File: src/design/gfc_pkg.sv
// Purpose: shared constants and types for the pin-one function configuration block
// Assumes: 8-bit register port, one 100 MHz clock
// Notes:   function codes follow the layout shared with the neighbouring pins
package gfc_pkg;

    // register map (byte addresses on the plain register port)
    localparam logic [7:0] ADDR_PIN_CFG  = 8'h0C;
    localparam logic [7:0] ADDR_IO_PORT  = 8'h0E;
    localparam logic [7:0] ADDR_IRQ_STAT = 8'h40;
    localparam logic [7:0] ADDR_IRQ_CLR  = 8'h41;
    localparam logic [7:0] ADDR_IRQ_EN   = 8'h42;

    // pin configuration fields
    localparam int DRV_MSB = 7;
    localparam int DRV_LSB = 6;
    localparam int PUP_BIT = 5;
    localparam int SEL_MSB = 4;
    localparam int SEL_LSB = 0;

    // i/o port configuration fields
    localparam int DIO_BIT   = 1;
    localparam int EXTST_BIT = 5;

    // interrupt status layout
    localparam int IRQ_W    = 3;
    localparam int IRQ_EXT  = 0;
    localparam int IRQ_RETX = 1;
    localparam int IRQ_WAKE = 2;

    // values after reset
    localparam logic [7:0]       PIN_CFG_RST = 8'h00;
    localparam logic             DIO_RST     = 1'b0;
    localparam logic [IRQ_W-1:0] IRQ_EN_RST  = 3'h0;

    typedef enum logic [4:0] {
        SEL_POR_N     = 5'h00,
        SEL_WAKE      = 5'h01,
        SEL_BATT_LOW  = 5'h02,
        SEL_DIR_IN    = 5'h03,
        SEL_INT_FALL  = 5'h04,
        SEL_INT_RISE  = 5'h05,
        SEL_INT_ANY   = 5'h06,
        SEL_ADC_IN    = 5'h07,
        SEL_DIR_OUT   = 5'h0A,
        SEL_VREF      = 5'h0E,
        SEL_RX_CLK    = 5'h0F,
        SEL_RETX_REQ  = 5'h11,
        SEL_RX_DATA   = 5'h14,
        SEL_RX_STATE  = 5'h15,
        SEL_FIFO_AF   = 5'h16,
        SEL_ANT1      = 5'h17,
        SEL_ANT2      = 5'h18,
        SEL_PRE_OK    = 5'h19,
        SEL_PRE_BAD   = 5'h1A,
        SEL_SYNC_DET  = 5'h1B,
        SEL_CCA       = 5'h1C,
        SEL_VDD       = 5'h1D
    } gfc_sel_t;

endpackage : gfc_pkg

File: src/design/gfc_irq_regs.sv
// Purpose: sticky event status, enable mask and level interrupt
// Assumes: clear and enable writes are one-cycle strobes
// Notes:   an event in the cycle of its clear keeps the bit set
`timescale 1ns/10ps
module gfc_irq_regs (
    input  wire logic                      mclk_i,
    input  wire logic                      arst_n_i,
    input  wire logic [gfc_pkg::IRQ_W-1:0] set_i,
    input  wire logic                      clr_wr_i,
    input  wire logic                      en_wr_i,
    input  wire logic [gfc_pkg::IRQ_W-1:0] wdata_i,
    output logic      [gfc_pkg::IRQ_W-1:0] status_o,
    output logic      [gfc_pkg::IRQ_W-1:0] enable_o,
    output logic                           irq_o
);

    typedef struct packed {
        logic [gfc_pkg::IRQ_W-1:0] stat;
        logic [gfc_pkg::IRQ_W-1:0] en;
    } gfc_irq_st_t;

    gfc_irq_st_t s_q;
    gfc_irq_st_t s_d;

    always_comb begin
        s_d = s_q;
        if (clr_wr_i) begin
            s_d.stat = s_q.stat & ~wdata_i;
        end
        s_d.stat = s_d.stat | set_i;
        if (en_wr_i) begin
            s_d.en = wdata_i;
        end
    end

    always_ff @(posedge mclk_i or negedge arst_n_i) begin
        if (!arst_n_i) begin
            s_q      <= '0;
            s_q.en   <= gfc_pkg::IRQ_EN_RST;
        end else begin
            s_q <= s_d;
        end
    end

    assign status_o = s_q.stat;
    assign enable_o = s_q.en;
    assign irq_o    = |(s_q.stat & s_q.en);
endmodule : gfc_irq_regs

File: src/design/gfc_pin_mux.sv
// Purpose: function routing, pull-up and drive control for general pin one
// Assumes: internal event sources are on mclk_i; only the pin itself is asynchronous
// Notes:   pin output and enable are registered, so they follow a setting one cycle late
//
// The implementer's own choice: the strobed register port.
`timescale 1ns/10ps

// Behaviour
// bits 7:6 of the pin configuration set the pin drive strength.
// the pull-up is on only while its enable bit is set and the pin is a digital input.
// select 00000 drives the pin with the inverted power-on-reset indication.
// the wakeup timer function drives the pin high once the timer has expired.
// the low-battery function drives the pin high while supply is below threshold.
// codes 00100, 00101, 00110 take falling, rising or any edge as an interrupt.
// select 00111 drops all digital use and hands the pin to the converter.
// the receive clock function puts the receive bit clock on the pin.
// select 10001 takes the pin as an input retransmission request from outside.
// two codes drive the pin with the antenna one or antenna two switch control.
// select 11001 drives the pin with the valid preamble indication.
// select 11011 drives the pin with the sync word indication.
// direct output drives the direct-I/O bit; direct input reads the pin back there.
// external interrupt status of this pin reads in bit 5 of the I/O port register.
// reserved and unassigned codes drive the pin low and take no input from it.
module gfc_pin_mux (
    input  wire logic       mclk_i,
    input  wire logic       arst_n_i,
    input  wire logic [7:0] addr_i,
    input  wire logic [7:0] wdata_i,
    input  wire logic       wr_i,
    input  wire logic       rd_i,
    output logic      [7:0] rdata_o,
    input  wire logic       por_i,
    input  wire logic       wakeup_expired_i,
    input  wire logic       batt_low_i,
    input  wire logic       rx_bit_clk_i,
    input  wire logic       rx_data_i,
    input  wire logic       rx_state_i,
    input  wire logic       fifo_almost_full_i,
    input  wire logic       ant_sel_i,
    input  wire logic       preamble_valid_i,
    input  wire logic       preamble_invalid_i,
    input  wire logic       sync_det_i,
    input  wire logic       cca_i,
    input  wire logic       pin_i,
    output logic            pin_o,
    output logic            pin_oe_o,
    output logic            pullup_en_o,
    output logic      [1:0] drive_strength_o,
    output logic            analog_en_o,
    output logic            ext_int_o,
    output logic            retx_req_o,
    output logic            irq_o
);

    typedef struct packed {
        logic [7:0] cfg;
        logic       direct_io_value;
        logic [7:0] rdata;
        logic       pin;
        logic       oe;
        logic       pup;
        logic       ana;
        logic       wake_prev;
        logic       ext_hit;
        logic       retx_hit;
    } gfc_mux_st_t;

    gfc_mux_st_t s_q;
    gfc_mux_st_t s_d;

    logic                      pin_lvl;
    logic                      pin_rise;
    logic                      pin_fall;
    logic [gfc_pkg::IRQ_W-1:0] irq_set;
    logic [gfc_pkg::IRQ_W-1:0] irq_stat;
    logic [gfc_pkg::IRQ_W-1:0] irq_en;
    logic                      clr_wr;
    logic                      en_wr;
    logic                      ext_hit;
    logic                      retx_hit;
    logic                      wake_rise;
    gfc_pkg::gfc_sel_t         sel;

    // codes that read the pin as a digital level
    function automatic logic is_dig_in(input logic [4:0] code);
        case (code)
            gfc_pkg::SEL_DIR_IN,
            gfc_pkg::SEL_INT_FALL,
            gfc_pkg::SEL_INT_RISE,
            gfc_pkg::SEL_INT_ANY,
            gfc_pkg::SEL_RETX_REQ: is_dig_in = 1'b1;
            default:               is_dig_in = 1'b0;
        endcase
    endfunction : is_dig_in

    // codes that make the pin an interrupt source
    function automatic logic is_ext_int(input logic [4:0] code);
        case (code)
            gfc_pkg::SEL_INT_FALL,
            gfc_pkg::SEL_INT_RISE,
            gfc_pkg::SEL_INT_ANY: is_ext_int = 1'b1;
            default:              is_ext_int = 1'b0;
        endcase
    endfunction : is_ext_int

    gfc_pin_sync u_sync (
        .mclk_i   (mclk_i),
        .arst_n_i (arst_n_i),
        .pin_i    (pin_i),
        .level_o  (pin_lvl),
        .rise_o   (pin_rise),
        .fall_o   (pin_fall)
    );

    assign sel = gfc_pkg::gfc_sel_t'(s_q.cfg[gfc_pkg::SEL_MSB:gfc_pkg::SEL_LSB]);

    // edge qualification per interrupt mode
    always_comb begin
        case (sel)
            gfc_pkg::SEL_INT_FALL: ext_hit = pin_fall;
            gfc_pkg::SEL_INT_RISE: ext_hit = pin_rise;
            gfc_pkg::SEL_INT_ANY:  ext_hit = pin_rise | pin_fall;
            default:               ext_hit = 1'b0;
        endcase
    end

    // a request is the pin going active while in retransmission mode
    assign retx_hit  = (sel == gfc_pkg::SEL_RETX_REQ) && pin_rise;
    assign wake_rise = wakeup_expired_i && !s_q.wake_prev;

    assign clr_wr = wr_i && (addr_i == gfc_pkg::ADDR_IRQ_CLR);
    assign en_wr  = wr_i && (addr_i == gfc_pkg::ADDR_IRQ_EN);

    always_comb begin
        irq_set                    = '0;
        irq_set[gfc_pkg::IRQ_EXT]  = ext_hit;
        irq_set[gfc_pkg::IRQ_RETX] = retx_hit;
        irq_set[gfc_pkg::IRQ_WAKE] = wake_rise;
    end

    gfc_irq_regs u_irq (
        .mclk_i   (mclk_i),
        .arst_n_i (arst_n_i),
        .set_i    (irq_set),
        .clr_wr_i (clr_wr),
        .en_wr_i  (en_wr),
        .wdata_i  (wdata_i[gfc_pkg::IRQ_W-1:0]),
        .status_o (irq_stat),
        .enable_o (irq_en),
        .irq_o    (irq_o)
    );

    always_comb begin
        s_d           = s_q;
        s_d.wake_prev = wakeup_expired_i;
        s_d.ext_hit   = ext_hit;
        s_d.retx_hit  = retx_hit;

        // register writes
        if (wr_i) begin
            case (addr_i)
                gfc_pkg::ADDR_PIN_CFG: s_d.cfg = wdata_i;
                gfc_pkg::ADDR_IO_PORT: s_d.direct_io_value = wdata_i[gfc_pkg::DIO_BIT];
                default:               s_d.cfg = s_q.cfg;
            endcase
        end

        // read data stand only in the cycle after the strobe
        s_d.rdata = 8'h00;
        if (rd_i) begin
            case (addr_i)
                gfc_pkg::ADDR_PIN_CFG: s_d.rdata = s_q.cfg;
                gfc_pkg::ADDR_IO_PORT: begin
                    s_d.rdata[gfc_pkg::EXTST_BIT] = irq_stat[gfc_pkg::IRQ_EXT];
                    s_d.rdata[gfc_pkg::DIO_BIT]   = (sel == gfc_pkg::SEL_DIR_IN) ?
                                                    pin_lvl : s_q.direct_io_value;
                end
                gfc_pkg::ADDR_IRQ_STAT: s_d.rdata[gfc_pkg::IRQ_W-1:0] = irq_stat;
                gfc_pkg::ADDR_IRQ_EN:   s_d.rdata[gfc_pkg::IRQ_W-1:0] = irq_en;
                default:                s_d.rdata = 8'h00;
            endcase
        end

        // pin routing; the settings in force before a write decide this cycle
        s_d.pin = 1'b0;
        s_d.oe  = 1'b1;
        s_d.ana = 1'b0;
        case (sel)
            gfc_pkg::SEL_POR_N:    s_d.pin = !por_i;
            gfc_pkg::SEL_WAKE:     s_d.pin = wakeup_expired_i;
            gfc_pkg::SEL_BATT_LOW: s_d.pin = batt_low_i;
            gfc_pkg::SEL_DIR_IN,
            gfc_pkg::SEL_INT_FALL,
            gfc_pkg::SEL_INT_RISE,
            gfc_pkg::SEL_INT_ANY,
            gfc_pkg::SEL_RETX_REQ: s_d.oe  = 1'b0;
            gfc_pkg::SEL_ADC_IN: begin
                s_d.oe  = 1'b0;
                s_d.ana = 1'b1;
            end
            gfc_pkg::SEL_DIR_OUT:  s_d.pin = s_q.direct_io_value;
            gfc_pkg::SEL_RX_CLK:   s_d.pin = rx_bit_clk_i;
            gfc_pkg::SEL_RX_DATA:  s_d.pin = rx_data_i;
            gfc_pkg::SEL_RX_STATE: s_d.pin = rx_state_i;
            gfc_pkg::SEL_FIFO_AF:  s_d.pin = fifo_almost_full_i;
            gfc_pkg::SEL_ANT1:     s_d.pin = !ant_sel_i;
            gfc_pkg::SEL_ANT2:     s_d.pin = ant_sel_i;
            gfc_pkg::SEL_PRE_OK:   s_d.pin = preamble_valid_i;
            gfc_pkg::SEL_PRE_BAD:  s_d.pin = preamble_invalid_i;
            gfc_pkg::SEL_SYNC_DET: s_d.pin = sync_det_i;
            gfc_pkg::SEL_CCA:      s_d.pin = cca_i;
            gfc_pkg::SEL_VDD:      s_d.pin = 1'b1;
            // reference voltage is analog; digital side holds the pin low
            default:               s_d.pin = 1'b0;
        endcase

        // pull-up only helps a floating digital input
        s_d.pup = s_q.cfg[gfc_pkg::PUP_BIT] && is_dig_in(sel);
    end

    always_ff @(posedge mclk_i or negedge arst_n_i) begin
        if (!arst_n_i) begin
            s_q                 <= '0;
            s_q.cfg             <= gfc_pkg::PIN_CFG_RST;
            s_q.direct_io_value <= gfc_pkg::DIO_RST;
        end else begin
            s_q <= s_d;
        end
    end

    assign rdata_o          = s_q.rdata;
    assign pin_o            = s_q.pin;
    assign pin_oe_o         = s_q.oe;
    assign pullup_en_o      = s_q.pup;
    assign drive_strength_o = s_q.cfg[gfc_pkg::DRV_MSB:gfc_pkg::DRV_LSB];
    assign analog_en_o      = s_q.ana;
    assign ext_int_o        = s_q.ext_hit;
    assign retx_req_o       = s_q.retx_hit;
endmodule : gfc_pin_mux

File: src/design/gfc_pin_sync.sv
// Purpose: brings the pin level into the clock domain and reports its edges
// Assumes: pin may change at any time
// Notes:   level moves only once the second and third stages agree
`timescale 1ns/10ps
module gfc_pin_sync (
    input  wire logic mclk_i,
    input  wire logic arst_n_i,
    input  wire logic pin_i,
    output logic      level_o,
    output logic      rise_o,
    output logic      fall_o
);

    typedef struct packed {
        logic s1;
        logic s2;
        logic s3;
        logic lvl;
        logic rise;
        logic fall;
    } gfc_sync_st_t;

    gfc_sync_st_t s_q;
    gfc_sync_st_t s_d;

    always_comb begin
        s_d      = s_q;
        s_d.s1   = pin_i;
        s_d.s2   = s_q.s1;
        s_d.s3   = s_q.s2;
        s_d.rise = 1'b0;
        s_d.fall = 1'b0;
        // s1 feeds only s2; the agree test looks at the later stages
        if (s_q.s2 == s_q.s3 && s_q.s3 != s_q.lvl) begin
            s_d.lvl  = s_q.s3;
            s_d.rise = s_q.s3;
            s_d.fall = !s_q.s3;
        end
    end

    always_ff @(posedge mclk_i or negedge arst_n_i) begin
        if (!arst_n_i) begin
            s_q <= '0;
        end else begin
            s_q <= s_d;
        end
    end

    assign level_o = s_q.lvl;
    assign rise_o  = s_q.rise;
    assign fall_o  = s_q.fall;
endmodule : gfc_pin_sync

File: config.mk
export PLATFORM = sky130hd
export DESIGN_NAME = gfc_pin_mux
export DESIGN_NICKNAME = d
export VERILOG_FILES = /design/src/design/gfc_pkg.sv /design/src/design/gfc_irq_regs.sv /design/src/design/gfc_pin_mux.sv /design/src/design/gfc_pin_sync.sv
export SDC_FILE = /design/constraint.sdc
export NUM_CORES = 1
export LEC_CHECK = 0
export ABC_CLOCK_PERIOD_IN_PS = 1700
export BUFFER_PORTS_ARGS = -buffer_cell sky130_fd_sc_hd__buf_2
export CELL_PAD_IN_SITES_DETAIL_PLACEMENT = 1
export CELL_PAD_IN_SITES_GLOBAL_PLACEMENT = 1
export CORE_MARGIN = 2
export CORE_UTILIZATION = 40
export DETAILED_ROUTE_END_ITERATION = 12
export GPL_TIMING_DRIVEN = 0
export PLACE_DENSITY_LB_ADDON = 0.12
export SLEW_MARGIN = 20
export SYNTH_ARGS = -nofsm -noshare
export SYNTH_HDL_FRONTEND = slang
export SYNTH_SLANG_ARGS = --single-unit
File: constraint.sdc
create_clock -name mclk_i -period 1.7 [get_ports mclk_i]
set_clock_uncertainty 0.05 [all_clocks]
set_input_delay 0 -clock mclk_i [delete_from_list [all_inputs] [get_ports mclk_i]]
set_output_delay 0 -clock mclk_i [all_outputs]
set_load 0.01 [all_outputs]
======== Word level (Yosys, flattened, before mapping) ========
Cells that the tools add are included.
cells by class
  reductions and logical operators ........ 16
  multiplexer cells ....................... 15
  equal/unequal tests ..................... 27
  bitwise gates (word level) .............. 5
operator list
  cell                                                             number
  5-bit == test, second input constant                             11
  8-bit by 7-bit == test with 1-bit output, second input constant  3
  5-bit by 3-bit == test with 1-bit output, second input constant  4
  8-bit by 4-bit == test with 1-bit output, second input constant  2
  1-bit one-hot mux with 15 select lines                           1
  5-bit by 2-bit == test with 1-bit output, second input constant  2
  5-bit by 4-bit == test with 1-bit output, second input constant  2
  1-bit one-hot mux with 3 select lines                            3
  8-bit two-way mux                                                1
  3-bit bitwise AND                                                2
  1-bit logical AND                                                6
  2-bit two-way mux                                                3
  6-bit OR reduction                                               1
  5-bit by 1-bit == test with 1-bit output, second input constant  1
  5-bit zero test                                                  1
  5-bit OR reduction                                               1
  1-bit zero test                                                  4
  1-bit two-way mux                                                4
  1-bit one-hot mux with 4 select lines                            1
  2-bit AND reduction                                              2
  3-bit two-way mux                                                1
  3-bit NOT                                                        1
  3-bit bitwise OR                                                 1
  3-bit OR reduction                                               1
  other kinds (4)                                                  4
storage, ports and cells
  word-level logic and storage cells ...... 81
  input port bits ......................... 33
  output and inout bits ................... 17
  register bits ........................... 36

======== Logic depth before layout (Yosys ltp) ========
Gate-level depths: netlist of run 1.
  depth in word-level cells ............... 4
  depth in mapped cells ................... 6
  depth with buffers taken out ............ 4

======== By module ========
Synthesis of run 1 repeated with hierarchy kept, for this count alone.
second synthesis, totals
  cells, all modules ...................... 160
  area total of the unflattened synthesis .. 1810.5 um^2
by module, submodules not included
  module        instances  cells each  seq. area each (um^2)  area an instance (um^2)
  gfc_pin_mux   1          134         600.6                  1400.1
  gfc_irq_regs  1          17          150.1                  231.5
  gfc_pin_sync  1          9           150.1                  178.9

======== Worst setup path after synthesis of run 1 ========
OpenSTA, ideal clock, no wires.
  kind .................................... flip-flop to flip-flop
  from .................................... reg s_q[17] (netlist bit)
  to ...................................... reg s_q (netlist bit pin_o)
  path slack .............................. 302 ps
  cell stages (with the launch flop) ...... 6
  arrival ................................. 1244 ps
  clock period less this slack ............ 1398 ps
  path buffers ............................ 1
  library setup time ...................... 104 ps
  data required time ...................... 1546 ps
  path through ............................ dfrtp_1 buf_4 or4b_1 o211ai_1 a32oi_1 o311ai_1
RTL lines
  what                line               text
  start: declaration  gfc_pin_mux.sv:68  gfc_mux_st_t s_q;

==> reports/qor.txt, run 1 <==
total track usage = 18.6%
CP peak stage delay = 0.43 ns
slowest CP cell = dfrtp_1
Synth Instances = 154
width of the die = 71.7 µm
Worst-path clk slew = 0.07 ns
Critical Path Source Type = flip-flop
flip-flop and latch count after synthesis = 36
Reg-to-Reg Start = s_q[18]
Synth Net Count = 187
Min-Delay Startpoint = addr_i[5]
largest net degree at the start of global routing = 37
I/O Buffers = 49
IO Count = 50
f_max = 647 MHz
global-route wire length before repair = 7310 µm
Async SR Flop Fraction = 100%
DRC Markers = 0
post-layout net count = 256
synth top area cells = dfrtp_1 (49%), mux2_4 (9.0%), buf_4 (4.9%), nand2_1 (2.9%), a22o_1 (1.9%)
Clock Latency Late Sink = 0.28 ns
ys flop type = dfrtp_1
TritonCTS clock tree = done
final core utilization = 54.2%
Setup TNS = 0 ns
Slew Limit Headroom = 45.8%
initial antenna violation count = 0
Peak VDD IR = 0.000438 V
Worst R2R End = rdata_o[1]
crit path time final = 1.54 ns
Starting Density = 41.8%
Avg Inst Size Synth = 11.9 µm²
CTS root buf = clkbuf_8
drt wl/cell = 16.1 µm
Synth Warn # = 0
vias per inst = 5.12
Hold Path Depth = 4
worst reg2reg setup slack = 0.16 ns
placer congestion estimate = 0.806
DIE AREA = 0.00513 mm²
Final Max Tran Viols = 0
Max Cap Viol = 0
share of cells above drive strength 1 = 41.5%
antenna-violating nets left = 0
P per Cell Area = 745 mW/mm²
routed vias = 1414
clock buffer depth = 2
mapped cell area = 0.00183 mm²
Post-synth top cells = dfrtp_1 (36), nand2_1 (14), buf_4 (12), mux2_4 (11), nor2_1 (8)
Hold Fails Final Rpt = 0
Post-CTS Setup Inserts = 0
measured slew at the worst slew-check pin = 0.813 ns
Worst Path Required = 1.83 ns
Iter 0 DRT Violations = 60
RSZ-0062 raised after global routing = false
worst-path cell chain = nand3b_1 > nor4b_2 > o2111ai_1 > a211oi_2
routed wire length = 4440 µm
crit end category = flip-flop
CP Max Fanout = 5
Synth area leader = dfrtp_1
arrival time worst endpoint = 1.68 ns
non-filler cells, final = 276
outcome = completed
Core Rows = 24
placed cells = 255
R2R depth = 4
crit path kind = reg -> reg
delay-heaviest family, CP = simple AND/OR/NAND/NOR gates
Worst Hold Path EP = rdata_o[5]
clock buffer count from CTS = 5
GRT overflow = 0
Area growth syn-to-layout = 29.9%
worst hold-check path type = in -> reg
die height = 71.7 µm
Post-synth EDFFs = 0
most common cell in the netlist = dfrtp_1
Final Setup Violations = 0
# diodes = 0
Seq/Total Area, Yosys = 49.2%
Tcrit/Tclk final = 90.9%
htree depth = 2
vias in the first global route = 1482
LEAKAGE = 0.00120 µW
Core Box Area = 0.00438 mm²
Distinct cells, synth = 48
TritonRoute pass-1 iters = 4
clk sink count = 36
dpl hpwl = 3270 µm
Critical path buffers and inverters = 0
share of the synthesized area in the top cell type = 49.2%
total power draw = 1770 µW
==> metrics by stage <==
stage	setup slack, ns	hold slack (ns)	cell area [µm²]
after global routing	0.0151	0.0320	2380
final	0.155	0.0339	2380
after floorplan	0.302	-0.346	1830
after detailed placement	-0.0102	0.0598	2140
after global placement	0.0539	0.0583	2140
after CTS	0.0178	0.0252	2370
==> worst register-to-register path: cells and delay by family, from the launching register on <==
| kind | cells | cell delay [ns] |
|---|---|---|
| simple gates | 2 | 0.52 |
| compound gates | 2 | 0.44 |
| flops | 1 | 0.43 |
==> state kept, by name (all words and copies together), names as in the netlist <==
signal / cells
pin_o: 1
u_irq.enable_o: 3
rdata_o: 8
ext_int_o: 1
pullup_en_o: 1
pin_oe_o: 1
drive_strength_o: 2
u_sync.rise_o: 1
s_q: 8
retx_req_o: 1
u_sync.s_q: 1
u_sync.s_d: 2
analog_en_o: 1
u_sync.level_o: 1
u_sync.fall_o: 1
u_irq.status_o: 3
==> cells by family (layout without fill, tap and decap cells) <==
logic type             Yosys count  after routing  share of synthesized area, %
XOR/XNOR                         1              1                         0.479
buffers and inverters           20             90                          6.70
multiplexers                    16             16                          12.5
AND/OR/NAND/NOR                 54             54                          20.6
AO/OA/AOI/OAI                   27             27                          10.5
flip-flops                      36             36                          49.2
==> what timing repair did <==
item	in CTS	in global routing
endpoints found under the hold margin	56	0
setup endpoints to repair	1	1
hold buffers	13	0
resized for setup	1	3
==> cell usage in the layout (no fill, tap or decap), types with 2 or more instances in the layout <==
cell / Yosys / routed
nor2_1: 8 / 8
inv_1: 3 / 3
o21ai_0: 3 / 3
nor3b_1: 3 / 3
nand2b_1: 4 / 4
clkbuf_1: 3 / 3
dfrtp_1: 36 / 36
o22ai_1: 2 / 2
mux2i_1: 3 / 3
nand3b_1: 2 / 2
a21boi_1: 2 / 2
mux2_4: 11 / 11
dlygate4sd3_1: 0 / 13
and2_1: 5 / 5
clkbuf_8: 0 / 6
a22o_1: 4 / 4
o211ai_1: 2 / 2
buf_4: 12 / 12
a21oi_1: 5 / 5
a21o_1: 2 / 2
buf_2: 2 / 51
nand2_1: 14 / 14
==> worst max-delay path by stage <==
stage                     startpoint         end  slack [ns]  depth (start not counted)
after floorplan              s_q[17]       pin_o        0.30                          5
after global placement       s_q[20]  rdata_o[1]        0.05                          4
after detailed placement     s_q[20]  rdata_o[1]       -0.01                          4
after CTS                    s_q[20]  rdata_o[1]        0.02                          4
after global routing         s_q[18]       pin_o        0.02                          5
final                        s_q[18]  rdata_o[1]        0.16                          4
==> cell type report <==
class | count | area [µm²]
fillers | 495 | 2010
flip-flops and latches | 36 | 901
repair buffers | 62 | 375
plain buffers | 17 | 113
clock buffers | 7 | 86.3
well taps | 52 | 65.1
clock inverters | 1 | 7.51
inverters | 3 | 11.3
multi-input cells | 98 | 818
==> per-layer routing <==
layer	up-vias	share of wire (%)	global-route usage, %
met5	-	0	0
met2	38	52	32.0
met1	695	43	23.0
met4	0	1.1	5.87
li1	675	-	-
met3	6	4.1	4.64
==> power breakdown <==
| group | leakage [µW] | internal, µW | switching [µW] |
|---|---|---|---|
| clock network | 0.0000445 | 329 | 290 |
| logic | 0.000679 | 121 | 113 |
| registers | 0.000475 | 890 | 28.1 |
| total | 0.00120 | 1340 | 430 |
(Power assumes the default switching activity.)
==> run 2: changes to the inputs <==
Settings changed: ABC_AREA from default to 1, CORE_UTILIZATION 40 to 37.
==> reports/qor.txt, run 2 <==
outcome = completed
Starting Density = 38.6%
f_max = 775 MHz
width of the die = 74.2 µm
hold_ws = 0.00325 ns
cts repair resizes = 0
clk sink count = 36
Post-synth EDFFs = 0
Tcrit/Tclk final = 75.9%
Synth Net Count = 262
multi-input logic area = 699 µm²
die height = 74.2 µm
post-layout net count = 333
GRT overflow = 0
Setup TNS = 0 ns
DIE AREA = 0.00550 mm²
Core Rows = 25
crit path kind = reg -> reg
largest net degree at the start of global routing = 37
I/O Buffers = 49
global-route wire length before repair = 7700 µm
CTS root buf = clkbuf_8
# diodes = 0
Async SR Flop Fraction = 100%
flip-flop and latch count after synthesis = 36
Post-CTS Setup Inserts = 0
final core utilization = 50.8%
most common cell after layout, fill and taps aside = nand2_1
vias in the first global route = 1718
crit path time final = 1.29 ns
fillers = 606
total power draw = 1830 µW
Min-Delay Startpoint = rx_bit_clk_i
Hold Fails Final Rpt = 0
Critical Path Source Type = flip-flop
Synth Instances = 229
Slew Limit Headroom = 47.1%
mapped cell area = 0.00182 mm²
clock buffer count from CTS = 5
antenna-violating nets left = 0
crit end category = flip-flop
LEAKAGE = 0.00132 µW
DRC Markers = 0
total track usage = 18.6%
Synth Warn # = 0
Area growth syn-to-layout = 31.7%
R2R depth = 6
Critical Path Sink = pin_oe_o
Reg-to-Reg Start = s_q[17]
Worst Path Required = 1.81 ns
P per Cell Area = 763 mW/mm²
TritonCTS clock tree = done
placer congestion estimate = 0.822
TritonRoute pass-1 iters = 4
FF/Latch Area = 901 µm²
Final Setup Violations = 0
most frequent cells in the layout = nand2_1 (52), buf_2 (49), dfrtp_1 (36)
share of cells above drive strength 1 = 27.2%
RSZ-0062 raised after global routing = false
IO Count = 50
ys flop type = dfrtp_1
dpl hpwl = 3430 µm
clock buffer depth = 2
vias per inst = 4.57
initial antenna violation count = 0
Distinct cells, synth = 22
routed vias = 1680
CP Max Fanout = 5
Crit. Startpoint = s_q[17]
Worst-path clk slew = 0.08 ns
Core Box Area = 0.00472 mm²
Seq/Total Area, Yosys = 49.5%
routed wire length = 4460 µm
Peak VDD IR = 0.000400 V
worst hold-check path type = in -> reg
Avg Inst Size Synth = 7.96 µm²
placed cells = 345
worst reg2reg setup slack = 0.41 ns
Worst R2R End = pin_oe_o
htree depth = 2
most common cell in the netlist = nand2_1
Max Cap Viol = 0
CTS Hold Bufs = 15
synth top area cells = dfrtp_1 (49%), nand2_1 (11%), inv_1 (7.0%), nand3_1 (6.6%), nor2_1 (6.0%)
Synth area leader = dfrtp_1
Clock Latency Late Sink = 0.29 ns
drt wl/cell = 12.1 µm
Iter 0 DRT Violations = 57
non-filler cells, final = 368
Final Max Tran Viols = 0
share of the synthesized area in the top cell type = 49.5%
measured slew at the worst slew-check pin = 0.794 ns
arrival time worst endpoint = 1.40 ns
Post-synth top cells = nand2_1 (52), dfrtp_1 (36), inv_1 (34), nor2_1 (29), nand3_1 (24)
run 2: cell types whose count changed after synthesis, moves of 5 or more:
cell / delta
nand2_1: +38
and2_1: -5
o21ai_0: +12
inv_1: +31
nor2_1: +21
nand3_1: +23
mux2_4: -11
run 2: report_power, final:
group | internal, µW | total (µW) | switching (µW)
logic | 106 | 247 | 141
clock network | 328 | 653 | 325
registers | 897 | 930 | 32.8
total | 1330 | 1830 | 498
run 2: cells by family after synthesis:
group	after synthesis	synth area share (%)
simple gates	122	31.2
buf+inv	47	12.2
flops	36	49.5
compound gates	24	7.21
run 2: how the worst min path moves through the flow:
stage               depth (start not counted)       endpoint  slack, ns
floorplan                                   0    analog_en_o      -0.35
global placement                            1  u_sync.s_d[4]       0.06
detailed placement                          1  u_sync.s_d[4]       0.06
CTS                                         5          pin_o       0.01
global route                                5          pin_o       0.02
finish                                      5          pin_o      0.003
run 2: per-layer routing:
| layer | track usage [%] | part of all wire, % | wire length (µm) |
|---|---|---|---|
| met1 | 22.4 | 43 | 1930 |
| met2 | 32.7 | 51 | 2280 |
| met3 | 3.93 | 3.7 | 167 |
| met4 | 6.87 | 1.8 | 82 |
| met5 | 0 | 0 | 0 |
run 2: metrics by stage:
stage / area, µm² / setup WS (ns)
after floorplan: 1820 / 0.580
after global routing: 2400 / 0.218
after global placement: 2150 / 0.398
final: 2400 / 0.410
after CTS: 2400 / 0.392
after detailed placement: 2150 / 0.409
run 2: layout make-up:
| cell class | instances | share of cell area, % |
|---|---|---|
| plain buffers | 11 | 3.60 |
| clock buffers | 6 | 3.44 |
| clock inverters | 2 | 0.626 |
| inverters | 36 | 5.63 |
| multi-input cells | 146 | 29.2 |
| flip-flops and latches | 36 | 37.6 |
| well taps | 67 | 3.50 |
| repair buffers | 64 | 16.5 |
run 2: worst max-delay path: stages (launching register included):
cell and delay (ns):
dfrtp_1 0.45, inv_1 0.15, nand2_1 0.12, nor2_4 0.15, inv_2 0.06, o21ai_2 0.13, nor3_1 0.06
